$ cat src/verilog/bcr_pkg.sv
// Constants for the charger control register bank
package bcr_pkg;
  // Register bus geometry
  localparam int unsigned ADDR_W = 5;
  localparam int unsigned DATA_W = 10;
  // Register offsets (5-bit word addresses)
  localparam logic [4:0] OFF_CHARGER_CONFIG    = 5'h0D;
  localparam logic [4:0] OFF_CHARGE_LEVEL      = 5'h19;
  localparam logic [4:0] OFF_CHARGER_CONTROL_A = 5'h1C;
  localparam logic [4:0] OFF_CHARGER_CONTROL_B = 5'h1D;
  // Reset value and read image of control B with no charger
  localparam logic [9:0] RST_ZERO = 10'h000;
  localparam logic [9:0] RD_NO_CHARGER = 10'h3FF;
  // Writable masks
  localparam logic [9:0] MASK_CTRL_A = 10'h3FB;
  localparam logic [9:0] MASK_CTRL_B = 10'h3FF;
  localparam logic [9:0] MASK_CONFIG = 10'h1FF;
  // Control A fields
  localparam int unsigned A_TYPE_BIAS  = 7;
  localparam int unsigned A_TEMP_BIAS  = 6;
  localparam int unsigned A_THERM_HI   = 5;
  localparam int unsigned A_THERM_LO   = 3;
  localparam int unsigned A_DAC_BYPASS = 1;
  localparam int unsigned A_MAIN_DIV   = 0;
  // Control B fields
  localparam int unsigned B_PRECHG_DIS = 7;
  localparam int unsigned B_GAIN_RED   = 6;
  localparam int unsigned B_LED        = 5;
  localparam int unsigned B_PULSE_CHG  = 4;
  localparam int unsigned B_ZERO_CAL   = 3;
  localparam int unsigned B_PULSE_FULL = 2;
  localparam int unsigned B_MODE_SEL   = 1;
  localparam int unsigned B_CHG_EN     = 0;
  // Config fields
  localparam int unsigned C_BK_SEL_HI  = 8;
  localparam int unsigned C_BK_SEL_LO  = 7;
  localparam int unsigned C_BK_DIV     = 6;
  localparam int unsigned C_BK_CHG     = 5;
  localparam int unsigned C_OFFS_EN    = 4;
  localparam int unsigned C_OFFS_HI    = 3;
  localparam int unsigned C_OFFS_LO    = 0;
  // Backup end-voltage offset codes and result in units of 100 mV
  localparam logic [1:0] BK_SEL_0MV   = 2'h0;
  localparam logic [1:0] BK_SEL_100MV = 2'h1;
  localparam logic [1:0] BK_STEP_0    = 2'h0;
  localparam logic [1:0] BK_STEP_1    = 2'h1;
  localparam logic [1:0] BK_STEP_2    = 2'h2;
endpackage

$ cat src/verilog/bcr_regs.sv
// Charger control register bank with shared power-control path
// Functional notes
// - Control A and level: microcontroller path only
// - Control B and config shared with power control
// - Direction select picks power control or microcontroller
// - Charge level: 10-bit R/W, resets zero
// - Control A bit 7: type bias enable
// - Control A bit 6: temperature bias enable
// - Control A bits 5-3: thermal bias level
// - Control A bit 1: DAC amp bypass
// - Control A bit 0: main divider connect
// - Control B bit 7: precharge disable
// - Control B bit 6: gain 10 to 4
// - Control B bit 5: charge LED enable
// - Control B bit 4: pulse radio charge control
// - Control B bit 2: pulse radio full charge
// - Control B bit 3: zero calibration allow
// - Control B bit1 mode, bit0 charger enable
// - Config bits 8-7: backup end offset select
// - Config bit 6: backup divider connect
// - Config bit 5: backup charge enable
// - Config bit 4: offset compensation enable
// - Config bits 3-0: offset N times 12.5mV
`timescale 1ns/10ps
module bcr_regs
  import bcr_pkg::*;
(
  input  wire logic              clk_sys,               // System clock, 10 MHz
  input  wire logic              rst,                   // General reset, sync high
  input  wire logic              rst_por,               // Power-on reset, sync high
  input  wire logic [ADDR_W-1:0] reg_addr,              // Register address
  input  wire logic [DATA_W-1:0] reg_wdata,             // Write data
  input  wire logic              reg_wr,                // Write strobe
  input  wire logic              reg_rd,                // Read strobe
  output logic      [DATA_W-1:0] reg_rdata,             // Read data, cycle after strobe
  input  wire logic              pcu_select,            // High: power control owns shared
  input  wire logic              pcu_wr_b,              // Power control write, control B
  input  wire logic              pcu_wr_cfg,            // Power control write, config
  input  wire logic [DATA_W-1:0] pcu_wdata,             // Power control write data
  output logic      [DATA_W-1:0] pcu_rdata_b,           // Control B seen by power control
  output logic      [DATA_W-1:0] pcu_rdata_cfg,         // Config seen by power control
  input  wire logic              charger_present_pin,   // Charger detect, asynchronous
  output logic      [DATA_W-1:0] charge_level_code,     // Level DAC code
  output logic                   type_bias_enable,      // Battery type bias
  output logic                   temp_bias_enable,      // Temperature bias
  output logic      [2:0]        thermal_bias_level,    // Thermal bias level
  output logic                   dac_amp_bypass,        // Level DAC amp bypass
  output logic                   main_divider_connect,  // Main battery divider
  output logic                   precharge_disable,     // Precharge off
  output logic                   itov_gain_reduce,      // Gain 4 instead of 10
  output logic                   charge_indicator_led,  // Charge LED driver
  output logic                   pulse_radio_charge_ctrl, // Charge during pulse radio
  output logic                   itov_zero_cal,         // Zero calibration allow
  output logic                   pulse_radio_full_charge, // Full charge in pulse radio
  output logic                   charge_mode_select,    // Current or voltage mode
  output logic                   charger_enable,        // Charger on
  output logic      [1:0]        backup_end_voltage_sel, // Backup end step, 100 mV units
  output logic                   backup_divider_connect, // Backup divider
  output logic                   backup_charge_enable,  // Backup charging
  output logic                   itov_offset_comp_enable, // Offset compensation
  output logic      [3:0]        itov_offset_step       // Offset, N x 12.5 mV
);

  logic [DATA_W-1:0] charge_level;      // Level register
  logic [DATA_W-1:0] charger_control_a; // Control A register
  logic [DATA_W-1:0] charger_control_b; // Control B register
  logic [DATA_W-1:0] charger_config;    // Config register
  logic [2:0]        present_sync;      // Charger detect synchroniser
  logic              present;           // Filtered charger detect

  // Address decode helper
  function automatic logic hit(input logic [ADDR_W-1:0] a, input logic [ADDR_W-1:0] off);
    hit = (a == off);
  endfunction

  // Microcontroller strobes per register
  wire uc_wr_lvl = reg_wr && hit(reg_addr, OFF_CHARGE_LEVEL);
  wire uc_wr_a   = reg_wr && hit(reg_addr, OFF_CHARGER_CONTROL_A);
  wire uc_wr_b   = reg_wr && hit(reg_addr, OFF_CHARGER_CONTROL_B);
  wire uc_wr_cfg = reg_wr && hit(reg_addr, OFF_CHARGER_CONFIG);

  // Multiplexer on shared registers
  wire               wr_b      = pcu_select ? pcu_wr_b   : uc_wr_b;
  wire               wr_cfg    = pcu_select ? pcu_wr_cfg : uc_wr_cfg;
  wire [DATA_W-1:0]  shared_wd = pcu_select ? pcu_wdata  : reg_wdata;

  // Register image for reads; control B all ones with no charger
  wire [DATA_W-1:0] view_b = present ? charger_control_b : RD_NO_CHARGER;

  // Read mux; unmapped addresses read zero
  wire [DATA_W-1:0] next_rdata =
    hit(reg_addr, OFF_CHARGE_LEVEL)      ? charge_level      :
    hit(reg_addr, OFF_CHARGER_CONTROL_A) ? charger_control_a :
    hit(reg_addr, OFF_CHARGER_CONTROL_B) ? view_b            :
    hit(reg_addr, OFF_CHARGER_CONFIG)    ? charger_config    : RST_ZERO;

  // Charger detect synchroniser; change accepted when stages 2 and 3 agree
  always_ff @(posedge clk_sys) begin
    if (rst_por) begin
      present_sync <= 3'h0;
      present      <= 1'b0;
    end else begin
      present_sync <= {present_sync[1:0], charger_present_pin};
      if (present_sync[1] == present_sync[2]) begin
        present <= present_sync[2];
      end
    end
  end

  // Level and control A: microcontroller only
  always_ff @(posedge clk_sys) begin
    if (rst || rst_por) begin
      charge_level      <= RST_ZERO;
      charger_control_a <= RST_ZERO;
    end else begin
      if (uc_wr_lvl) begin
        charge_level <= reg_wdata;
      end
      if (uc_wr_a) begin
        charger_control_a <= reg_wdata & MASK_CTRL_A;
      end
    end
  end

  // Control B, shared path
  always_ff @(posedge clk_sys) begin
    if (rst || rst_por) begin
      charger_control_b <= RST_ZERO;
    end else if (wr_b) begin
      charger_control_b <= shared_wd & MASK_CTRL_B;
    end
  end

  // Config: power-on clears all, general reset clears divider only
  always_ff @(posedge clk_sys) begin
    if (rst_por) begin
      charger_config <= RST_ZERO;
    end else if (rst) begin
      charger_config[C_BK_DIV] <= 1'b0;
    end else if (wr_cfg) begin
      charger_config <= shared_wd & MASK_CONFIG;
    end
  end

  // Backup end step: 00->0, 01->1, 1x->2 (x100 mV)
  wire [1:0] bk_sel = charger_config[C_BK_SEL_HI:C_BK_SEL_LO];
  wire [1:0] next_bk_step = (bk_sel == BK_SEL_0MV)   ? BK_STEP_0 :
                            (bk_sel == BK_SEL_100MV) ? BK_STEP_1 : BK_STEP_2;

  // Read data and power control view, registered
  always_ff @(posedge clk_sys) begin
    if (rst || rst_por) begin
      reg_rdata     <= RST_ZERO;
      pcu_rdata_b   <= RST_ZERO;
      pcu_rdata_cfg <= RST_ZERO;
    end else begin
      reg_rdata     <= reg_rd ? next_rdata : RST_ZERO;
      pcu_rdata_b   <= view_b;
      pcu_rdata_cfg <= charger_config;
    end
  end

  // Either reset clears every control output
  // Keeps the analog side quiet while registers settle
  wire any_rst = rst || rst_por;

  // Control outputs follow their register bits one clock later
  // so every pin comes straight from a flip-flop with no decode
  // behind it; the lag is one cycle of the system clock

  // Level DAC code, whole register
  // Holds the charge target while the charger runs
  always_ff @(posedge clk_sys) begin
    if (any_rst) begin
      charge_level_code <= RST_ZERO;
    end else begin
      charge_level_code <= charge_level;
    end
  end

  // Control A drives: bias sources, DAC buffer, main divider
  // Only the microcontroller path ever reaches these bits
  // Bit 2 and the top two bits have no pin behind them

  // Type bias enable, control A bit 7
  // Bias current for reading the battery type
  always_ff @(posedge clk_sys) begin
    if (any_rst) begin
      type_bias_enable <= RST_ZERO[0];
    end else begin
      type_bias_enable <= charger_control_a[A_TYPE_BIAS];
    end
  end

  // Temperature bias enable, control A bit 6
  // Bias current for the battery thermal sensor
  always_ff @(posedge clk_sys) begin
    if (any_rst) begin
      temp_bias_enable <= RST_ZERO[0];
    end else begin
      temp_bias_enable <= charger_control_a[A_TEMP_BIAS];
    end
  end

  // Thermal bias level, control A bits 5-3
  // One of eight sensor bias currents
  always_ff @(posedge clk_sys) begin
    if (any_rst) begin
      thermal_bias_level <= RST_ZERO[2:0];
    end else begin
      thermal_bias_level <= charger_control_a[A_THERM_HI:A_THERM_LO];
    end
  end

  // Level DAC amplifier bypass, control A bit 1
  // Feeds the DAC output past its buffer
  always_ff @(posedge clk_sys) begin
    if (any_rst) begin
      dac_amp_bypass <= RST_ZERO[0];
    end else begin
      dac_amp_bypass <= charger_control_a[A_DAC_BYPASS];
    end
  end

  // Main divider connect, control A bit 0
  // Puts the measurement divider on the main battery
  always_ff @(posedge clk_sys) begin
    if (any_rst) begin
      main_divider_connect <= RST_ZERO[0];
    end else begin
      main_divider_connect <= charger_control_a[A_MAIN_DIV];
    end
  end

  // Control B drives: charger core settings
  // Pins follow the stored value even while no charger is seen;
  // the all-ones image with no charger applies to reads only

  // Precharge disable, control B bit 7
  // Stops the main battery precharge
  always_ff @(posedge clk_sys) begin
    if (any_rst) begin
      precharge_disable <= RST_ZERO[0];
    end else begin
      precharge_disable <= charger_control_b[B_PRECHG_DIS];
    end
  end

  // Converter gain reduce, control B bit 6
  // Drops the current-to-voltage gain from 10 to 4
  always_ff @(posedge clk_sys) begin
    if (any_rst) begin
      itov_gain_reduce <= RST_ZERO[0];
    end else begin
      itov_gain_reduce <= charger_control_b[B_GAIN_RED];
    end
  end

  // Charge indicator LED, control B bit 5
  // Turns on the LED driver that shows charging
  always_ff @(posedge clk_sys) begin
    if (any_rst) begin
      charge_indicator_led <= RST_ZERO[0];
    end else begin
      charge_indicator_led <= charger_control_b[B_LED];
    end
  end

  // Pulse radio charge control, control B bit 4
  // Charging of the main battery while the radio bursts
  always_ff @(posedge clk_sys) begin
    if (any_rst) begin
      pulse_radio_charge_ctrl <= RST_ZERO[0];
    end else begin
      pulse_radio_charge_ctrl <= charger_control_b[B_PULSE_CHG];
    end
  end

  // Zero calibration allow, control B bit 3
  // Lets the converter run its zero calibration
  always_ff @(posedge clk_sys) begin
    if (any_rst) begin
      itov_zero_cal <= RST_ZERO[0];
    end else begin
      itov_zero_cal <= charger_control_b[B_ZERO_CAL];
    end
  end

  // Pulse radio full charge, control B bit 2
  // Full charging while the radio bursts
  always_ff @(posedge clk_sys) begin
    if (any_rst) begin
      pulse_radio_full_charge <= RST_ZERO[0];
    end else begin
      pulse_radio_full_charge <= charger_control_b[B_PULSE_FULL];
    end
  end

  // Charge mode select, control B bit 1
  // Constant current or constant voltage charging
  always_ff @(posedge clk_sys) begin
    if (any_rst) begin
      charge_mode_select <= RST_ZERO[0];
    end else begin
      charge_mode_select <= charger_control_b[B_MODE_SEL];
    end
  end

  // Charger enable, control B bit 0
  // Master switch of the charger
  always_ff @(posedge clk_sys) begin
    if (any_rst) begin
      charger_enable <= RST_ZERO[0];
    end else begin
      charger_enable <= charger_control_b[B_CHG_EN];
    end
  end

  // Config drives: backup charging and offset compensation
  // A general reset keeps the stored bits except the divider bit, so
  // the other pins come back to their old values one clock after the reset ends

  // Backup end step in 100 mV units
  // Both top codes give the same 200 mV step
  always_ff @(posedge clk_sys) begin
    if (any_rst) begin
      backup_end_voltage_sel <= RST_ZERO[1:0];
    end else begin
      backup_end_voltage_sel <= next_bk_step;
    end
  end

  // Backup divider connect, config bit 6
  // Cleared by either reset, so it never survives one
  always_ff @(posedge clk_sys) begin
    if (any_rst) begin
      backup_divider_connect <= RST_ZERO[0];
    end else begin
      backup_divider_connect <= charger_config[C_BK_DIV];
    end
  end

  // Backup charge enable, config bit 5
  // Starts charging of the backup battery
  always_ff @(posedge clk_sys) begin
    if (any_rst) begin
      backup_charge_enable <= RST_ZERO[0];
    end else begin
      backup_charge_enable <= charger_config[C_BK_CHG];
    end
  end

  // Offset compensation enable, config bit 4
  // Applies the offset step below to the converter
  always_ff @(posedge clk_sys) begin
    if (any_rst) begin
      itov_offset_comp_enable <= RST_ZERO[0];
    end else begin
      itov_offset_comp_enable <= charger_config[C_OFFS_EN];
    end
  end

  // Offset step, config bits 3-0
  // Sixteen steps of 12.5 mV each
  always_ff @(posedge clk_sys) begin
    if (any_rst) begin
      itov_offset_step <= RST_ZERO[3:0];
    end else begin
      itov_offset_step <= charger_config[C_OFFS_HI:C_OFFS_LO];
    end
  end

endmodule
$ cat config.mk
export PLATFORM = sky130hd
export DESIGN_NAME = bcr_regs
export DESIGN_NICKNAME = d
export VERILOG_FILES = /design/src/verilog/bcr_pkg.sv /design/src/verilog/bcr_regs.sv
export SDC_FILE = /design/constraint.sdc
export NUM_CORES = 1
export LEC_CHECK = 0
export CORE_MARGIN = 2
export CORE_UTILIZATION = 60
export DETAILED_ROUTE_END_ITERATION = 7
export DONT_BUFFER_PORTS = 1
export PLACE_DENSITY = 0.87
export SLEW_MARGIN = 40
export SYNTH_ARGS = -nofsm -noshare
export SYNTH_HDL_FRONTEND = slang
export SYNTH_SLANG_ARGS = --single-unit
$ cat constraint.sdc
create_clock -name clk_sys -period 1.7 [get_ports clk_sys]
set_input_delay 0.085 -clock clk_sys [delete_from_list [all_inputs] [get_ports clk_sys]]
set_output_delay 0.085 -clock clk_sys [all_outputs]
set_load 0.01 [all_outputs]
Yosys cells after proc, flatten, opt, wreduce, memory -nomap -nowiden
Cells that the tools add are included.
{"block": "totals", "elab_cells": 56, "ff_bits": 105, "input_bits": 34}
{"block": "op_classes", "eq_ne": 6, "mux": 9, "n_reduce_logical": 10, "bitwise": 2}
{"op": "10-bit 2-to-1 mux", "n": 5}
{"op": "5-bit == test (second input constant)", "n": 3}
{"op": "9-bit 2-to-1 mux", "n": 1}
{"op": "2-bit OR reduction", "n": 3}
{"op": "5-bit by 4-bit == test with 1-bit output (second input constant)", "n": 1}
{"op": "1-bit logical AND", "n": 4}
{"op": "2-bit by 1-bit == test with 1-bit output (second input constant)", "n": 1}
{"op": "2-bit logical NOT", "n": 1}
{"op": "1-bit 2-to-1 mux", "n": 2}
{"op": "2-bit 2-to-1 mux", "n": 1}
{"op": "1-bit inverter", "n": 2}
{"op": "2-bit AND reduction", "n": 1}
{"op": "1-bit == test", "n": 1}
{"op": "1-bit logical OR", "n": 1}

Longest topological paths before layout
Gate-level depths: netlist of run 1.
{"block": "logic_depth", "ltp_word": 5, "depth_mapped": 6, "ltp_nobuf": 4}

Worst setup path before layout of run 1
Ideal clock, no wire load.
{"block": "synth_timing", "path_kind": "input port to flip-flop", "start": "input reg_addr[1]", "end": "register charger_control_b[3]", "n_path_buf": 1, "t_required_ns": 1.577, "setup_slack_ns": 0.479, "arrival_time_ns": 1.097, "cell_stages": 4, "cell_sequence": "nand4b_2 -> o31ai_4 -> buf_4 -> mux2_1"}
{"block": "synth_between", "elab_chain_cells": 3}
{"item": "start: declaration", "line_no": "bcr_regs.sv:31", "source": "input wire logic [ADDR_W-1:0] reg_addr,"}
{"item": "5-bit == test", "line_no": "bcr_regs.sv:73", "source": "hit = (a == off);"}
{"item": "1-bit logical AND", "line_no": "bcr_regs.sv:79", "source": "wire uc_wr_b = reg_wr && hit(reg_addr, OFF_CHARGER_CONTROL_B);"}
{"item": "1-bit 2-to-1 mux", "line_no": "bcr_regs.sv:83", "source": "wire wr_b = pcu_select ? pcu_wr_b : uc_wr_b;"}
{"item": "end signal: assignment", "line_no": "bcr_regs.sv:130", "source": "charger_control_b <= shared_wd & MASK_CTRL_B;"}
{"item": "end: declaration", "line_no": "bcr_regs.sv:66", "source": "logic [DATA_W-1:0] charger_control_b;"}
No other way between the ends.
A chain may end at the register's enable or synchronous reset.

Worst setup path in the final report of run 1
{"block": "layout_timing", "start": "input pcu_select", "end": "register charger_config[0]"}
{"block": "layout_between", "elab_chain_cells": 2, "word_cells_on_any_way": 3, "cone_classes": "mux: 2; reduce/logical: 1"}
{"item": "start: declaration", "line_no": "bcr_regs.sv:36", "source": "input wire logic pcu_select,"}
{"item": "1-bit 2-to-1 mux", "line_no": "bcr_regs.sv:84", "source": "wire wr_cfg = pcu_select ? pcu_wr_cfg : uc_wr_cfg;"}
{"item": "2-bit AND reduction (no source line)"}
{"item": "end signal: assignment", "line_no": "bcr_regs.sv:141", "source": "charger_config <= shared_wd & MASK_CONFIG;"}
{"item": "end: declaration", "line_no": "bcr_regs.sv:67", "source": "logic [DATA_W-1:0] charger_config;"}
Parallel ways exist; a longest one is shown, timed or not.

==> qor.csv, run 1 <==
stage;metric;value;unit
critical_path;critPathSlowestCell;dlygate4sd3_1;
timing;final_max_slew_viol_count;0;
run;cap_violations;0;
clocking;clk_pin_slew_worst_paths;90;ps
global_routing;grt_max_degree;22;
finish;layout-drive-gt1-share;0.108;
timing;rsz0062_at_grt;false;
synth;yosysSeqAreaShare;0.517;
pwr;peakVddDrop;0.685;mV
die;placeableCoreArea;6030;sq um
pwr;switchingPower;969;uW
pwr;power.share.sequential;0.568;
critical_path;timing.critical_path.mode_cell;dlygate4sd3_1;
pwr;p_int;3.22;mW
timing;skew;7.49;ps
die;start_util;0.629;
placed_design;place_hpwl;6460;microns
timing;timing.final.crit_share;0.856;
timing;slew-limit-headroom;0.575;
routing;dr.pass1.iters;5;
synth;synth_cell_type_count;44;
finish;fillerInstances;447;
clocking;root_buffer;clkbuf_8;
timing;tightest_slew;637;ps
clocking;cts_tree;built;
critical_path;worst_setup_path_end_kind;flop;
finish;n_antenna_cell;0;
synth;synth_warnings;0;
routing;ant_nets;0;
critical_path;start_kind;input pin;
outcome;status;completed;
placed_design;gp_congestion;0.903;
clocking;clock_tree.buffer_depth;2;
pwr;power_leakage;1.60;nW
timing;setup_violations;0;
routing;first_iter_violations;337;
finish;layout_commonest_cell;dfxtp_1;
routing;vias;2945;
placed_design;portBuffers;0;
routing;wl;9480;microns
clocking;cts_htree_levels;3;
synth;ys_ff_latch;98;
finish;utilization;0.704;
global_routing;antenna_found_initial;0;
die;dieWidth;83.5;microns
clocking;cts.sinks;98;
timing;period_needed;1460;ps
pwr;power.total;4.19;mW
finish;area_growth;11.9;%
synth;synthesis.area;3790;sq um
die;io_pins;98;
synth;ys_async_sr_fraction;0;
pwr;swShare;0.231;
global_routing;grt_overflow;0;
synth;synth_nets;416;
global_routing;grt_pass1_vias;2782;
finish;most-common-layout-cells;dfxtp_1, nor2_1, and2_1;
synth;synth_edf_count;0;
die;die_h;83.5;microns
timing;hold_viol;0;
clocking;cts-resized-gates;0;
die;num_rows;28;
critical_path;path_buf_inv;2;
synth;synth_cells;382;
timing;final.setup.tns;0;ps
synth;ys.flop_type;dfxtp_1;
routing;vias_per_cell;6.20;
pwr;clkPwrFrac;0.364;
critical_path;cp.arrival;1740;ps
routing;wire_per_inst;20.0;microns
critical_path;cp.required;1990;ps
pwr;comb_power_share;0.067;
routing;drc;0;
hold_path;hp-class;input pin to flop;
pwr;power.density;988;nW/um^2
die;die-area;6970;sq um
finish;nNetsFinal;429;
critical_path;cp_top_family;buffers and inverters;
global_routing;grt_pass1_wl;14900;microns
critical_path;crit_chain;dlygate4sd3_1 -> a32oi_1 -> dlygate4sd3_1 -> o211ai_1;
clocking;cts_buffers;9;
clocking;clk_latency;360;ps
timing;timing.fmax;0.687;GHz
critical_path;crit_fanout;18;
synth;avgSynthCellArea;9.92;sq um
critical_path;worst_path_largest_cell_delay;760;ps
global_routing;grt.total_usage;0.276;
critical_path;rrSetupSlack;370;ps
critical_path;path_class;input pin to flop;
kinds of logic after synthesis:
logic type | Yosys count | share of synthesized area
multiplexers | 36 | 0.0980
other | 1 | 0.000989
AND/OR/NAND/NOR | 147 | 0.204
flip-flops | 98 | 0.517
buffers and inverters | 35 | 0.0495
AO/OA/AOI/OAI | 65 | 0.130
area by class of cell:
type | count | area [sq um] | share of cell area
sequential | 98 | 1960 | 0.462
tap | 75 | 93.8 | 0.0221
multi-input combinational | 249 | 1660 | 0.390
clock buffer | 12 | 155 | 0.0366
clock inverter | 4 | 50.0 | 0.0118
inverter | 3 | 11.3 | 0.00265
timing repair buffer | 34 | 315 | 0.0743
state kept, by name, summed over array words and instances (netlist names), 2 cells and up:
| signal | count |
|---|---|
| itov_offset_step | 3 |
| reg_rdata | 10 |
| charge_level_code | 10 |
| charger_config | 9 |
| charger_control_a | 9 |
| backup_end_voltage_sel | 2 |
| pcu_rdata_cfg | 6 |
| charge_level | 10 |
| pcu_rdata_b | 10 |
| charger_control_b | 10 |
| present_sync | 3 |
| thermal_bias_level | 3 |
worst paths after layout:
check                                      end                           start  cells past startpoint
max             charger_config[0]$_SDFFE_PP0P_                      pcu_select                      4
min reg2reg               present$_SDFFE_PP0N_      present_sync[2]$_SDFF_PP0_                      2
max reg2reg     charger_config[0]$_SDFFE_PP0P_  charger_config[0]$_SDFFE_PP0P_                      3
min          charger_control_b[9]$_SDFFE_PP0P_                      pcu_select                      2
worst register-to-register path, stage by stage (launching register included):
cell and delay (ps):
dfxtp_1 370, a32oi_1 180, dlygate4sd3_1 570, o211ai_1 70
synthesized netlist by cell type, types with 2 or more instances:
cell type  instances  share of area
nand2b_1           4         0.0066
nor2_1            42          0.042
inv_1              2         0.0020
nor3_1             7         0.0092
mux2_1             3         0.0089
and2_1            34          0.056
clkbuf_1           8         0.0079
dfxtp_1           98           0.52
mux2i_1           27          0.071
mux2_2             6          0.018
o21ai_0           13          0.017
buf_4             12          0.024
a21oi_1            5         0.0066
nand2_1           24          0.024
a32oi_1            8          0.018
nand3_1            9          0.012
a311oi_1           8          0.018
a21o_1             7          0.014
buf_1              3         0.0030
nor2b_1           17          0.028
buf_2              9          0.012
a211oi_1           9          0.018
o211ai_1           6          0.012
routing by layer:
metal	GRT usage	vias up	share of wire
li1	-	1337	-
met5	0	-	0
met1	0.359	1391	0.41
met4	0.144	0	0.039
met2	0.431	189	0.46
met3	0.0613	28	0.085
what timing repair did:
action                                 CTS  global route
endpoints found under the hold margin   40             0
buffers inserted                         0             0
hold buffers                            24             0
per-stage QoR:
stage | setup WS (ps) | area [sq um] | hold slack [ps] | cells
5_1_grt | 220 | 4240 | 30.6 | 475
2_1_floorplan | 479 | 3790 | 157 | 382
3_3_place_gp | 350 | 3800 | 158 | 435
3_5_place_dp | 313 | 3800 | 159 | 435
4_1_cts | 305 | 4240 | 3.25 | 475
6_report | 244 | 4240 | 10.8 | 475
power by group through the flow:
stage	Sequential [mW]	Combinational, mW	Clock, mW
floorplan	2.42	0.192	0
global route	2.39	0.301	1.61
global placement	2.44	0.206	0
CTS	2.38	0.274	1.52
finish	2.38	0.281	1.53
detailed placement	2.44	0.211	0
Power figures use the tool's default switching activity.
==> run 2, diff against run 1 <==
PLACE_DENSITY = default   (was 0.87)
PLACE_DENSITY_LB_ADDON = 0.08   (was default)
==> qor.csv, run 2 (synthesis gave the netlist of run 1 again) <==
stage;metric;value;unit;change
clocking;cts_htree_levels;3;;unchanged
hold_path;hp-class;input pin to flop;;unchanged
timing;period_needed;1490;ps;was 1460 ps
finish;n_antenna_cell;0;;unchanged
global_routing;grt_overflow;0;;unchanged
clocking;root_buffer;clkbuf_8;;unchanged
routing;wl;9530;microns;was 9480 microns
die;placeableCoreArea;6030;sq um;unchanged
clocking;cts_setup_buffers;0;;unchanged
finish;layout_commonest_cell;dfxtp_1;;unchanged
hold_path;hold_path.startpoint;pcu_wdata[9];;was pcu_select
clocking;clock_tree.buffer_depth;2;;unchanged
clocking;clk_pin_slew_worst_paths;90;ps;about the same
timing;hold_viol;0;;unchanged
timing;slew-limit-headroom;0.514;;was 0.575
routing;ant_nets;0;;unchanged
timing;timing.final.crit_share;0.877;;was 0.856
clocking;cts_buffers;9;;unchanged
clocking;cts-resized-gates;0;;unchanged
finish;area_growth;12.7;%;was 11.9%
die;die-area;6970;sq um;unchanged
finish;nNetsFinal;431;;was 429
global_routing;grt.total_usage;0.276;;about the same
pwr;power.density;981;nW/um^2;was 988 nW/um^2
placed_design;place_hpwl;6450;microns;was 6460 microns
pwr;power_leakage;1.61;nW;was 1.60 nW
global_routing;grt_pass1_wl;14900;microns;about the same
run;cap_violations;0;;unchanged
global_routing;grt_pass1_vias;2758;;was 2,782
timing;setup_violations;0;;unchanged
critical_path;crit_fanout;16;;was 18
die;dieWidth;83.5;microns;unchanged
routing;dr.pass1.iters;4;;was 5
clocking;clk_latency;370;ps;was 360 ps
placed_design;portBuffers;0;;unchanged
critical_path;cp.arrival;1780;ps;was 1740 ps
timing;final_max_slew_viol_count;0;;unchanged
critical_path;crit_start;pcu_select;;unchanged
die;start_util;0.629;;unchanged
placed_design;gp_congestion;0.922;;was 0.903
die;io_pins;98;;unchanged
global_routing;antenna_found_initial;0;;unchanged
die;die_h;83.5;microns;unchanged
finish;layout-drive-gt1-share;0.109;;was 0.108
critical_path;path_class;input pin to flop;;unchanged
routing;vias_per_cell;6.06;;was 6.20
timing;tightest_slew;729;ps;was 637 ps
timing;final.setup.tns;0;ps;unchanged
pwr;peakVddDrop;0.648;mV;was 0.685 mV
routing;vias;2891;;was 2,945
critical_path;cp.required;1990;ps;about the same
routing;wire_per_inst;20.0;microns;about the same
global_routing;grt_max_degree;32;;was 22
timing;fin_hold_ws;3.21;ps;was 10.8 ps
timing;skew;11.2;ps;was 7.49 ps
clocking;cts.sinks;98;;unchanged
timing;timing.fmax;0.671;GHz;was 0.687 GHz
critical_path;regToRegStartpoint;charger_config[8]$_SDFFE_PP0P_;;was charger_config[0]$_SDFFE_PP0P_
die;num_rows;28;;unchanged
critical_path;worst_setup_path_end_kind;flop;;unchanged
timing;rsz0062_at_grt;false;;unchanged
routing;drc;0;;unchanged
finish;most-common-layout-cells;dfxtp_1, nor2_1, and2_1;;unchanged
clocking;cts_tree;built;;unchanged
routing;first_iter_violations;226;;was 337
outcome;status;completed;;unchanged
critical_path;start_kind;input pin;;unchanged
run 2: area by class of cell:
class | instances | area [sq um]
sequential | 98 | 1960
fill | 452 | 1750
multi-input combinational | 249 | 1660
timing repair buffer | 36 | 345
clock buffer | 12 | 155
tap | 75 | 93.8
clock inverter | 4 | 50.0
inverter | 3 | 11.3
run 2: routing by layer:
layer | up-vias | GRT usage | routed length, microns
li1 | 1349 | - | -
met1 | 1389 | 0.372 | 4220
met2 | 136 | 0.436 | 4320
met3 | 17 | 0.0554 | 763
met4 | 0 | 0.111 | 231
met5 | - | 0 | 0
run 2: worst paths after layout:
| path | to | slack (ps) | depth (start not counted) |
|---|---|---|---|
| max | charger_config[7]$_SDFFE_PP0P_ | 210 | 4 |
| max reg2reg | charger_config[8]$_SDFFE_PP0P_ | 330 | 3 |
| min reg2reg | present_sync[1]$_SDFF_PP0_ | 450 | 1 |
| min | charger_control_b[9]$_SDFFE_PP0P_ | 3 | 2 |
run 2: what timing repair did:
action                                  CTS  global route
hold endpoints to repair                 40             0
endpoints found under the setup margin    0             0
hold buffers                             25             0
run 2: per-stage QoR:
stage / power (mW) / std cells / cell area [sq um] / util / worst slack [ps]
finish: 4.19 / 477 / 4270 / 0.709 / 209
global route: 4.30 / 477 / 4270 / 0.709 / 175
CTS: 4.19 / 477 / 4270 / 0.709 / 275
detailed placement: 2.65 / 436 / 3820 / 0.634 / 332
global placement: 2.65 / 436 / 3820 / 0.634 / 359
floorplan: 2.61 / 382 / 3790 / - / 479
run 2: power by group:
group,switching (mW),total (mW),internal (mW)
sequential,0.0437,2.38,2.34
combinational,0.157,0.286,0.129
clock,0.764,1.52,0.758
run 2: critical path, stage by stage:
cell,delay [ps]
dlygate4sd3_1,790
a32oi_1,150
dlygate4sd3_1,600
o22ai_1,150
